$ cat src/design/dsadc_pkg.sv
package dsadc_pkg;
  localparam int unsigned CLK_HZ           = 20_000_000;
  localparam int unsigned DIGITS           = 4;
  localparam int unsigned CNT_W            = 4 * DIGITS;
  // Integration full count in quanta (design constant, plain default)
  localparam logic [CNT_W-1:0] INTEGRATION_FULL_COUNT = 16'h0400;
  // Reference phase longer than this many quanta is an over-range
  localparam logic [CNT_W-1:0] REFERENCE_LIMIT        = 16'h2000;
  // Idle phase length in quanta
  localparam logic [CNT_W-1:0] IDLE_COUNT             = 16'h0100;
  // Clock quantum divider: one quantum every QUANTUM_DIV clocks
  localparam logic [7:0]       QUANTUM_DIV            = 8'h0A;
  localparam logic [CNT_W-1:0] CNT_RST                = 16'h0000;
  localparam logic [3:0]       BCD_NINE               = 4'h9;

  typedef enum logic [2:0] {
    DSADC_INTEG = 3'b001,
    DSADC_REFER = 3'b010,
    DSADC_IDLE  = 3'b100
  } dsadc_phase_t;
endpackage

$ cat src/design/dsadc_seq.sv
// What this block does
// - Reference phase and idle phase derive from integration phase and synced comparator.
// - During idle phase hold integrator in comparator-error storing configuration.
// - Reference-phase pulse width signal gates the conversion counter.
// - Both integration and reference periods are counted in clock quanta.
// - Integration always lasts exactly the fixed full count of quanta.
// - Counter captures whole-quantum part of reference pulse as result.
// - Never latch count while comparator edge lies arbitrarily close to a quantum edge.
// - Comparator resynchronised to rising edge; synced compare ends phase, triggers latch.
// - Small remainder: synced compare follows after synchroniser delay minus remainder.
// - Large remainder: synced compare happens one quantum edge later.
// - Later-edge case: counter increments once more before latch.
// - Reference count reaching the limit or decade wrap detects over-range and drives overload output.
// - Integrator polarity sampled at end of integration, held until the next integration end, selects reference.
// - Resynchronising flip-flop samples comparator once per quantum on rising edge.
// - Buffer store presents latched count as 8421 BCD.
module dsadc_seq
  import dsadc_pkg::*;
(
  input  wire logic             clk_in,
  input  wire logic             rst_in,
  input  wire logic             comparator_in,
  output logic                  integrate_sw_out,
  output logic                  ref_pos_sw_out,
  output logic                  ref_neg_sw_out,
  output logic                  idle_hold_out,
  output logic                  reference_pulse_out,
  output logic                  polarity_out,
  output logic [CNT_W-1:0]      result_bcd_out,
  output logic                  result_valid_out,
  output logic                  overload_out
);

  // Whole block state, one register
  typedef struct packed {
    logic [2:0]       cmp_sync;
    logic             cmp_q;
    logic             cmp_prev;
    logic [7:0]       div;
    dsadc_phase_t     phase;
    logic [CNT_W-1:0] cnt;
    logic             polarity;
    logic [CNT_W-1:0] bcd;
    logic             valid;
    logic             overload;
    logic             int_sw;
    logic             pos_sw;
    logic             neg_sw;
    logic             ref_sw;
    logic             idle_sw;
  } dsadc_state_t;

  dsadc_state_t st_ff;
  dsadc_state_t nxt_st;

  // Quantum tick and phase end conditions
  logic             quantum;
  logic             integ_done;
  logic             idle_done;
  logic             ref_limit;
  logic             crossed;
  logic             cmp_settled;

  // Decade counter for the reference phase
  logic [DIGITS:0]  carry;
  logic [CNT_W-1:0] bcd_inc;

  // One decade per loop pass, carry ripples upward
  genvar g;
  generate
    for (g = 0; g < DIGITS; g++) begin : g_dig
      // Current digit and its successor
      logic [3:0] digit;
      logic [3:0] digit_nxt;
      logic       is_nine;
      assign digit   = st_ff.cnt[4*g+3:4*g];
      assign is_nine = (digit == BCD_NINE);
      always_comb begin
        if (!carry[g]) begin
          digit_nxt = digit;
        end else if (is_nine) begin
          digit_nxt = 4'h0;
        end else begin
          digit_nxt = digit + 4'h1;
        end
      end
      assign bcd_inc[4*g+3:4*g] = digit_nxt;
      assign carry[g+1]         = carry[g] && is_nine;
    end
  endgenerate
  assign carry[0] = 1'b1;

  // Pin input settled when second and third stages agree
  assign cmp_settled = (st_ff.cmp_sync[2] == st_ff.cmp_sync[1]);
  // One quantum every QUANTUM_DIV clocks
  assign quantum     = (st_ff.div == QUANTUM_DIV - 8'h01);
  assign integ_done  = (st_ff.cnt == INTEGRATION_FULL_COUNT - 16'h0001);
  assign idle_done   = (st_ff.cnt == IDLE_COUNT - 16'h0001);
  // Over-range at the limit, or when the decade counter would wrap
  assign ref_limit   = (st_ff.cnt == REFERENCE_LIMIT) || carry[DIGITS];
  // Comparator flipped against the sense stored at integration end
  assign crossed     = (st_ff.cmp_q != st_ff.polarity);

  // Next state, one process
  always_comb begin
    nxt_st       = st_ff;
    nxt_st.valid = 1'b0;

    // Three-stage comparator synchroniser
    nxt_st.cmp_sync = {st_ff.cmp_sync[1:0], comparator_in};
    if (cmp_settled) begin
      nxt_st.cmp_prev = st_ff.cmp_sync[2];
    end

    // Quantum divider
    if (quantum) begin
      nxt_st.div = 8'h00;
    end else begin
      nxt_st.div = st_ff.div + 8'h01;
    end

    // Phase sequencer, advanced once per quantum
    if (quantum) begin
      nxt_st.cmp_q = st_ff.cmp_prev;
      unique case (st_ff.phase)
        // Fixed-length integration
        DSADC_INTEG: begin
          if (integ_done) begin
            nxt_st.polarity = st_ff.cmp_prev;
            nxt_st.phase    = DSADC_REFER;
            nxt_st.cnt      = CNT_RST;
          end else begin
            nxt_st.cnt = st_ff.cnt + 16'h0001;
          end
        end

        // Reference until crossing or limit
        DSADC_REFER: begin
          // Crossing seen only at a quantum edge, so the count is settled
          if (crossed) begin
            // Late crossings already took their extra increment
            nxt_st.bcd      = st_ff.cnt;
            nxt_st.valid    = 1'b1;
            nxt_st.overload = 1'b0;
            nxt_st.phase    = DSADC_IDLE;
            nxt_st.cnt      = CNT_RST;
          end else if (ref_limit) begin
            nxt_st.overload = 1'b1;
            nxt_st.valid    = 1'b1;
            nxt_st.phase    = DSADC_IDLE;
            nxt_st.cnt      = CNT_RST;
          end else begin
            nxt_st.cnt = bcd_inc;
          end
        end

        // Integrator stores comparator error
        DSADC_IDLE: begin
          if (idle_done) begin
            nxt_st.phase = DSADC_INTEG;
            nxt_st.cnt   = CNT_RST;
          end else begin
            nxt_st.cnt = st_ff.cnt + 16'h0001;
          end
        end

        default: begin
          nxt_st.phase = DSADC_IDLE;
          nxt_st.cnt   = CNT_RST;
        end
      endcase
    end

    // Switch drive follows the phase about to be registered
    nxt_st.int_sw  = (nxt_st.phase == DSADC_INTEG);
    nxt_st.ref_sw  = (nxt_st.phase == DSADC_REFER);
    nxt_st.pos_sw  = nxt_st.ref_sw && nxt_st.polarity;
    nxt_st.neg_sw  = nxt_st.ref_sw && !nxt_st.polarity;
    nxt_st.idle_sw = (nxt_st.phase == DSADC_IDLE);
  end

  // Reset parks the sequencer in idle
  always_ff @(posedge clk_in) begin
    if (rst_in) begin
      // Synchroniser, divider and sequencer
      st_ff.cmp_sync <= 3'h0;
      st_ff.cmp_q    <= 1'b0;
      st_ff.cmp_prev <= 1'b0;
      st_ff.div      <= 8'h00;
      st_ff.phase    <= DSADC_IDLE;
      st_ff.cnt      <= CNT_RST;
      st_ff.polarity <= 1'b0;
      // Result store
      st_ff.bcd      <= CNT_RST;
      st_ff.valid    <= 1'b0;
      st_ff.overload <= 1'b0;
      // Switches: only the idle hold closed
      st_ff.int_sw   <= 1'b0;
      st_ff.pos_sw   <= 1'b0;
      st_ff.neg_sw   <= 1'b0;
      st_ff.ref_sw   <= 1'b0;
      st_ff.idle_sw  <= 1'b1;
    end else begin
      st_ff <= nxt_st;
    end
  end

  // Outputs straight from the state register
  assign integrate_sw_out    = st_ff.int_sw;
  assign ref_pos_sw_out      = st_ff.pos_sw;
  assign ref_neg_sw_out      = st_ff.neg_sw;
  assign idle_hold_out       = st_ff.idle_sw;
  assign reference_pulse_out = st_ff.ref_sw;
  assign polarity_out        = st_ff.polarity;
  assign result_bcd_out      = st_ff.bcd;
  assign result_valid_out    = st_ff.valid;
  assign overload_out        = st_ff.overload;

endmodule

$ cat config.mk
export PLATFORM = sky130hd
export DESIGN_NAME = dsadc_seq
export DESIGN_NICKNAME = d
export VERILOG_FILES = /design/src/design/dsadc_pkg.sv /design/src/design/dsadc_seq.sv
export SDC_FILE = /design/constraint.sdc
export NUM_CORES = 1
export LEC_CHECK = 0
export BUFFER_PORTS_ARGS = -buffer_cell sky130_fd_sc_hd__buf_2
export CAP_MARGIN = 20
export CORE_MARGIN = 10
export CORE_UTILIZATION = 64
export CTS_CLUSTER_SIZE = 40
export DETAILED_ROUTE_END_ITERATION = 7
export HOLD_SLACK_MARGIN = 0.1
export PLACE_DENSITY_LB_ADDON = 0.1
export SLEW_MARGIN = 20
export SYNTH_ARGS = -nofsm -noshare
export SYNTH_HDL_FRONTEND = slang
export SYNTH_SLANG_ARGS = --single-unit
$ cat constraint.sdc
create_clock -name clk_in -period 3.3 [get_ports clk_in]
set_clock_uncertainty 0.1 [all_clocks]
set_input_delay 0 -clock clk_in [delete_from_list [all_inputs] [get_ports clk_in]]
set_output_delay 0 -clock clk_in [all_outputs]
set_load 0.02 [all_outputs]
Yosys cells after proc, flatten, opt, wreduce, memory -nomap -nowiden:

Index checks and enable logic that the tools add are counted.

* logic and storage cells: 82
* register bits after elaboration: 56
* output and inout bits: 24

* reductions and logical operators: 15
* bitwise logic cells: 2
* equal/unequal tests: 19
* $add $sub $neg: 6
* multiplexer cells: 22

Operators by type and width (count)
* $mux 16: 4
* $pmux 19 s3: 1
* $mux 38: 1
* $mux 4: 7
* $mux 19: 1
* $mux 18: 1
* $add 16x1->16 const B: 1
* $add 4x1->4 const B: 4
* $eq 16x10->1 const B: 1
* $eq 16x14->1 const B: 1
* $eq 16x8->1 const B: 1
* $eq 4x4->1 const B: 4
* $ne 4x4->1 const B: 3
* $mux 3: 3
* $add 8x1->8 const B: 1
* $eq 8x4->1 const B: 1
* $eq 3x1->1 const B: 2
* $eq 3x2->1 const B: 2
* $eq 3x3->1 const B: 2
* $reduce_and 2->1: 3
* $reduce_and 3->1: 2
* $logic_and 1x1->1: 5
* $mux 2: 2
* $reduce_or 3->1: 1
* other kinds (8): 10

Longest topological paths before layout:

Gate-level depths: netlist of the first run.

* depth after elaboration: 11
* mapped depth: 10
* gate-level depth less buffers: 8

Worst setup path before layout of the first run:

OpenSTA, ideal clock, no wires.

* path type: register to register
* start point: reg st_ff (netlist bit g_dig[0].digit[0])
* end point: reg st_ff (netlist bit g_dig[2].digit[2])
* arrival: 1926 ps
* data required time: 3069 ps
* stages on the path, launching flop included: 9
* setup time: 131 ps
* path slack: 1143 ps
* cell sequence: dfxtp_1 ha_1 and4_1 nand4_1 a22oi_4 buf_2 a21oi_1 o211ai_1 o311ai_1

* cells in the longest elaborated chain, start to end: 8
* elaborated cells on any way between the ends: 16

Ends and longest elaborated chain
* start, declared: RTL line dsadc_seq.sv:53 `dsadc_state_t st_ff;`
* start signal, assigned: RTL line dsadc_seq.sv:204 `st_ff <= nxt_st;`
* parallel branches: the longest is 8 deep, another holds $add 16x1->16

Several ways; the timed one is not identified.
A chain may end at the register's enable or synchronous reset.

Final worst setup path of the first run:

* start point: reg st_ff (netlist bit g_dig[2].digit[1])
* end point: reg st_ff (netlist bit g_dig[1].digit[2])

* cells in the longest elaborated chain, start to end: 7
* elaborated cells on any way between the ends: 14

Ends and longest elaborated chain
* $eq 4x4->1: RTL line dsadc_seq.sv:77 `assign is_nine = (digit == BCD_NINE);`
* $logic_and 1x1->1 (2 in series): RTL line dsadc_seq.sv:88 `assign carry[g+1] = carry[g] && is_nine;`
* $logic_or 1x1->1: RTL line dsadc_seq.sv:100 `assign ref_limit = (st_ff.cnt == REFERENCE_LIMIT) || carry[DIGITS];`
* $mux 16: RTL line dsadc_seq.sv:147 `end else if (ref_limit) begin`
* $mux 19: RTL line dsadc_seq.sv:140 `if (crossed) begin`
* $pmux 19 s3: RTL line dsadc_seq.sv:125 `unique case (st_ff.phase)`

Parallel ways exist; a longest one is shown, timed or not.

==> flow_summary.yaml, run 1 <==
status:
  run_status: "finished clean"
drt:
  drt_iter0_drc: 206
  first_pass_iters: 5
  routedWlPerCell_um: 15.11
  drc: 0
  via_per_inst: 5.931
  ant_nets: 0
  wl_um: 6543
  num_vias: 2568
placed_design:
  dp_hpwl_um: 4822
  globalplace.congestion: 0.9848
  place_area_mm2: 0.003073
  port_buffers: 26
  place_inst: 423
worst_setup_path:
  required_ps: 3440
  cpMostUsedCell: "o21ai_0"
  critPathMaxStageDelay_ps: 670
  crit_type: "flop to flop"
  worst-path-buf-inv: 1
  cpLargestDelayFamily: "compound AO/OA/AOI/OAI gates"
  cpMaxStageDelayCell: "o31ai_1"
  crit_chain: "inv_1 > ha_1 > and3b_1 > nand4_2 > nand4b_1 > o31ai_1 > o21ai_0 > o21ai_0"
  critPathMaxFanout: 11
  crit_arrival_ps: 2880
  startpoint: "g_dig[2].digit[1]"
  worstSetupEndpointType: "flop"
  r2r_start: "g_dig[2].digit[1]"
  start_kind: "flop"
synth:
  synth_nets: 389
  synthCells: 375
  ys_seq_area_frac: 0.3642
  syn_avg_cell_area_um2: 8.208
  synth_seq_cells: 56
  synth_edf_count: 0
  ys_async_sr_fraction: 0
  synthFlopType: "dfxtp_1"
  syn-cell-area_mm2: 0.003078
  synth_warnings: 0
  synth_cell_types: 61
layout:
  final_common_cell: "dfxtp_1"
  fin_area_mm2: 0.003183
  nFillCells: 419
  layout.area.seq_mm2: 0.001121
  drive_gt1_frac: 0.1398
  n_antenna_cell: 0
  area_delta_synth_final_pct: 3.415
  final_cell_mix: "dfxtp_1, nand2_1, a21oi_1, nor2_1, buf_2"
  multi_input_area_mm2: 0.001638
  fin_cells: 433
  final_nets: 392
timing:
  finalHoldViolCount: 0
  rsz0062_at_grt: "false"
  layout_min_cycle_time_ps: 2739
  timing.final.crit_share: 0.8301
  slew_viol_final: 0
  max_freq_mhz: 365.1
  tightest_slew_ps: 651.8
  setup_violations: 0
  relSlewSlack: 0.5609
  tns_ps: 0
clock_network:
  cts_num_sinks: 56
  cts-resized-gates: 0
  clk_latency_ps: 310
  clkSlewWorstSetupHoldPaths_ps: 100
  cts_buffers: 5
  cts-root-buf: "clkbuf_8"
  cts_tree: "done"
  post-cts-setup-buffers: 0
  htreeDepth: 2
  clock_path_buffers: 2
die:
  die_h_um: 89.35
  die_area_mm2: 0.007983
  io_pins: 27
  core_mm2: 0.004692
  die_w_um: 89.35
  initial_utilization: 0.6560
  row_count: 25
power_and_ir_drop:
  ir_drop_mv: 0.2054
  power_density_mw_per_mm2: 346.6
  power.leakage_nw: 1.234
global_route:
  grtUsageTotal: 0.1713
  grt_pass1_wl_um: 10930
  overflow: 0
  antenna_found_initial: 0
  grt_pass1_vias: 2296
  grt_max_degree: 35
worst_hold_path:
  hp-class: "input pin to flop"
  hold_start: "comparator_in"
flow_run:
  max_cap_violations: 0
## tightest hold or removal path: cells and delay by family
kind | cells | cell delay (ps)
buffers and inverters | 2 | 610
and+or+nand+nor | 1 | 100
## layout make-up
| class | instances | share of cell area |
|---|---|---|
| clock buffer | 5 | 0.02162 |
| clock inverter | 3 | 0.006682 |
| inverter | 17 | 0.02005 |
| multi-input combinational | 263 | 0.5145 |
| sequential | 56 | 0.3522 |
| tap | 54 | 0.02123 |
| timing repair buffer | 35 | 0.06368 |
## final timing paths
path                       endpoint  slack [ps]  cells past startpoint
setup reg to reg  g_dig[1].digit[2]         560                      8
hold / removal           nxt_st[54]         330                      3
hold reg to reg          nxt_st[55]         350                      1
setup / recovery  g_dig[1].digit[2]         560                      8
## report_power, final
part | leakage [nW] | internal [mW] | switching (mW) | total [mW]
Combinational | 0.738 | 0.0150 | 0.0238 | 0.0389
Clock | 0.0445 | 0.151 | 0.223 | 0.374
Sequential | 0.452 | 0.682 | 0.00818 | 0.691
## stage by stage
| stage | worst slack, ps | util | total power, mW | hold WS [ps] |
|---|---|---|---|---|
| 6_report | 560.8 | 0.6784 | 1.103 | 333.7 |
| 2_1_floorplan | 1143 | - | 0.7331 | 28.18 |
| 3_3_place_gp | 738.7 | 0.6549 | 0.7419 | 106.3 |
| 5_1_grt | 299.0 | 0.6784 | 1.155 | 353.8 |
| 3_5_place_dp | 690.0 | 0.6549 | 0.7431 | 117.5 |
| 4_1_cts | 650.1 | 0.6784 | 1.122 | 321.3 |
## sequential cells by signal, indices dropped and copies added (netlist names), 2 cells and up
name            cells
g_dig.digit        16
nxt_st              2
result_bcd_out     16
st_ff              14
## metal layers
| layer | wire, µm | vias to the layer above | track usage | share of wire |
|---|---|---|---|---|
| met5 | 0 | - | 0 | 0 |
| met4 | 116 | 0 | 0.05925 | 0.018 |
| met3 | 370 | 13 | 0.03373 | 0.057 |
| met2 | 2966 | 69 | 0.2686 | 0.45 |
| met1 | 3090 | 1184 | 0.2280 | 0.47 |
| li1 | - | 1302 | - | - |
## synthesized netlist by cell type (all sizes together), types with 2 or more instances
cell type   n  area, µm²
dfxtp      56       1121
nand2      51      191.4
a21oi      36      180.2
buf        32      229.0
nor2       30      115.1
inv        17      63.81
o21ai      15      75.07
ha         11      137.6
nand3      11      55.05
xnor2       8      70.07
clkbuf      7      26.28
nor3        7      40.04
nand4       6      43.79
a31oi       5      31.28
and2        5      31.28
and3        5      31.28
nor4        5      46.29
o31ai       5      37.54
a211oi      4      42.54
o22ai       4      25.02
xor2        4      35.03
a22o        3      26.28
and3b       3      26.28
and4bb      3      37.54
nor2b       3      18.77
nor4b       3      32.53
a211o       2      17.52
a21o        2      15.01
mux2i       2      20.02
nand2b      2      12.51
nor3b       2      15.01
o21a        2      15.01
o31a        2      17.52
o32a        2      20.02
or2         2      12.51
or3         2      12.51
## repair_timing
item | in CTS | in global routing
endpoints found under the hold margin | 4 | 0
setup endpoints to repair | 0 | 0
hold buffers | 2 | 0
## cell families (layout without fill, tap and decap cells)
| family | Yosys count | count (layout) | synth area share |
|---|---|---|---|
| AO/OA/AOI/OAI | 93 | 93 | 0.1976 |
| XOR/XNOR | 12 | 12 | 0.03415 |
| adder cells (fa/ha/maj) | 11 | 11 | 0.04471 |
| buffers and inverters | 56 | 60 | 0.1037 |
| flip-flops | 56 | 56 | 0.3642 |
| multiplexers | 2 | 2 | 0.006504 |
| AND/OR/NAND/NOR | 145 | 145 | 0.2492 |
Power figures use the tool's default switching activity.
==> inputs of run 2 (changes only) <==
CORE_UTILIZATION = 54   (was 64)
clock period = 2.5 ns   (was 3.3 ns; I/O delays follow)
==> flow_summary.yaml, run 2 (same netlist as run 1, synthesis figures left out) <==
status:
  run_status: "finished clean"
die:
  core_mm2: 0.005507
  die_w_um: 95.50
  io_pins: 27
  die_area_mm2: 0.009119
  die_h_um: 95.50
  initial_utilization: 0.5590
  row_count: 27
power_and_ir_drop:
  ir_drop_mv: 0.2499
  power.leakage_nw: 1.307
  power_density_mw_per_mm2: 436.4
layout:
  layout.area.seq_mm2: 0.001124
  final_nets: 405
  multi_input_area_mm2: 0.001679
  final_cell_mix: "dfxtp_1, nand2_1, a21oi_1, nor2_1, buf_2"
  drive_gt1_frac: 0.1888
  n_antenna_cell: 0
  final_common_cell: "dfxtp_1"
  nFillCells: 504
  fin_area_mm2: 0.003354
  area_delta_synth_final_pct: 8.984
worst_setup_path:
  critPathMaxFanout: 11
  crit_chain: "ha_2 > and4_1 > nand4_1 > buf_4 > a22oi_4 > buf_4 > a211oi_4 > a211oi_1 > a21oi_1"
  start_kind: "flop"
  startpoint: "g_dig[0].digit[0]"
  cpMostUsedCell: "buf_4"
  required_ps: 2600
  worstSetupEndpointType: "flop"
  crit_arrival_ps: 2430
  worst-path-buf-inv: 2
  critPathMaxStageDelay_ps: 430
  crit_type: "flop to flop"
  cpLargestDelayFamily: "compound AO/OA/AOI/OAI gates"
  r2r_start: "g_dig[0].digit[0]"
  cpMaxStageDelayCell: "dfxtp_2"
global_route:
  grt_pass1_vias: 2453
  antenna_found_initial: 0
  overflow: 0
  grt_pass1_wl_um: 11850
  grt_max_degree: 35
  grtUsageTotal: 0.1613
drt:
  num_vias: 2594
  ant_nets: 0
  routedWlPerCell_um: 15.27
  drt_iter0_drc: 153
  wl_um: 7085
  via_per_inst: 5.591
  first_pass_iters: 4
  drc: 0
timing:
  tightest_slew_ps: 663.9
  finalHoldViolCount: 0
  setup_violations: 0
  whs_ps: 339.9
  max_freq_mhz: 429.3
  timing.final.crit_share: 0.9318
  slew_viol_final: 0
  relSlewSlack: 0.5533
  layout_min_cycle_time_ps: 2329
  tns_ps: 0
  fin_ws_ps: 170.5
flow_run:
  max_cap_violations: 0
clock_network:
  cts_buffers: 5
  clkSlewWorstSetupHoldPaths_ps: 100
  cts_tree: "done"
  cts-root-buf: "clkbuf_8"
  htreeDepth: 2
  cts_num_sinks: 56
  clock_path_buffers: 2
  clk_latency_ps: 310
worst_hold_path:
  hp-class: "input pin to flop"
  hold_start: "comparator_in"
placed_design:
  place_area_mm2: 0.003183
  pre_cts_slack_ps: -7.312
  dp_hpwl_um: 5182
  globalplace.congestion: 0.8625
  port_buffers: 26
run 2: cell types whose count changed in the layout (fill, tap and decap cells not counted), sizes merged:
cell and delta:
inv -1, clkbuf +2, buf +13, clkinvlp -1
run 2: path summary, 6_finish.rpt:
| path | endpoint | slack, ps | depth (start not counted) |
|---|---|---|---|
| max reg2reg | g_dig[2].digit[0] | 170 | 9 |
| min | nxt_st[54] | 340 | 3 |
| max | g_dig[2].digit[0] | 170 | 9 |
| min reg2reg | nxt_st[55] | 350 | 1 |
run 2: through the flow:
step / util / std cells / total power [mW]
final: 0.6092 / 464 / 1.464
after global routing: 0.6092 / 464 / 1.523
after CTS: 0.5985 / 461 / 1.478
after detailed placement: 0.5781 / 451 / 0.9825
after global placement: 0.5781 / 451 / 0.9814
after floorplan: - / 375 / 0.9677
run 2: tightest hold or removal path: cells and delay by family:
kind                   cells  cell delay, ps
AND/OR/NAND/NOR            1             100
buffers and inverters      2             620
run 2: layout make-up:
cell class / instances / share of cell area
multi-input combinational: 263 / 0.5006
sequential: 56 / 0.3350
timing repair buffer: 48 / 0.09325
tap: 72 / 0.02686
clock buffer: 7 / 0.02275
inverter: 17 / 0.01902
clock inverter: 1 / 0.002611
run 2: layer usage:
layer	global-route usage	wire, µm	vias up	part of all wire
li1	-	-	1326	-
met1	0.2141	3321	1197	0.47
met2	0.2580	3221	61	0.45
met3	0.02985	452	10	0.064
met4	0.05283	89	0	0.013
met5	0	0	-	0
run 2: repair_timing:
item | CTS | global route
endpoints found under the setup margin | 3 | 18
pin swaps | 0 | 3
cloned | 0 | 0
buffers inserted | 0 | 3
hold endpoints to repair | 2 | 0
hold buffers | 2 | 0
resized for setup | 2 | 10
run 2: report_power, final:
part           switching [mW]  internal (mW)
clock network           0.298          0.201
registers              0.0105          0.901
logic                  0.0321         0.0211
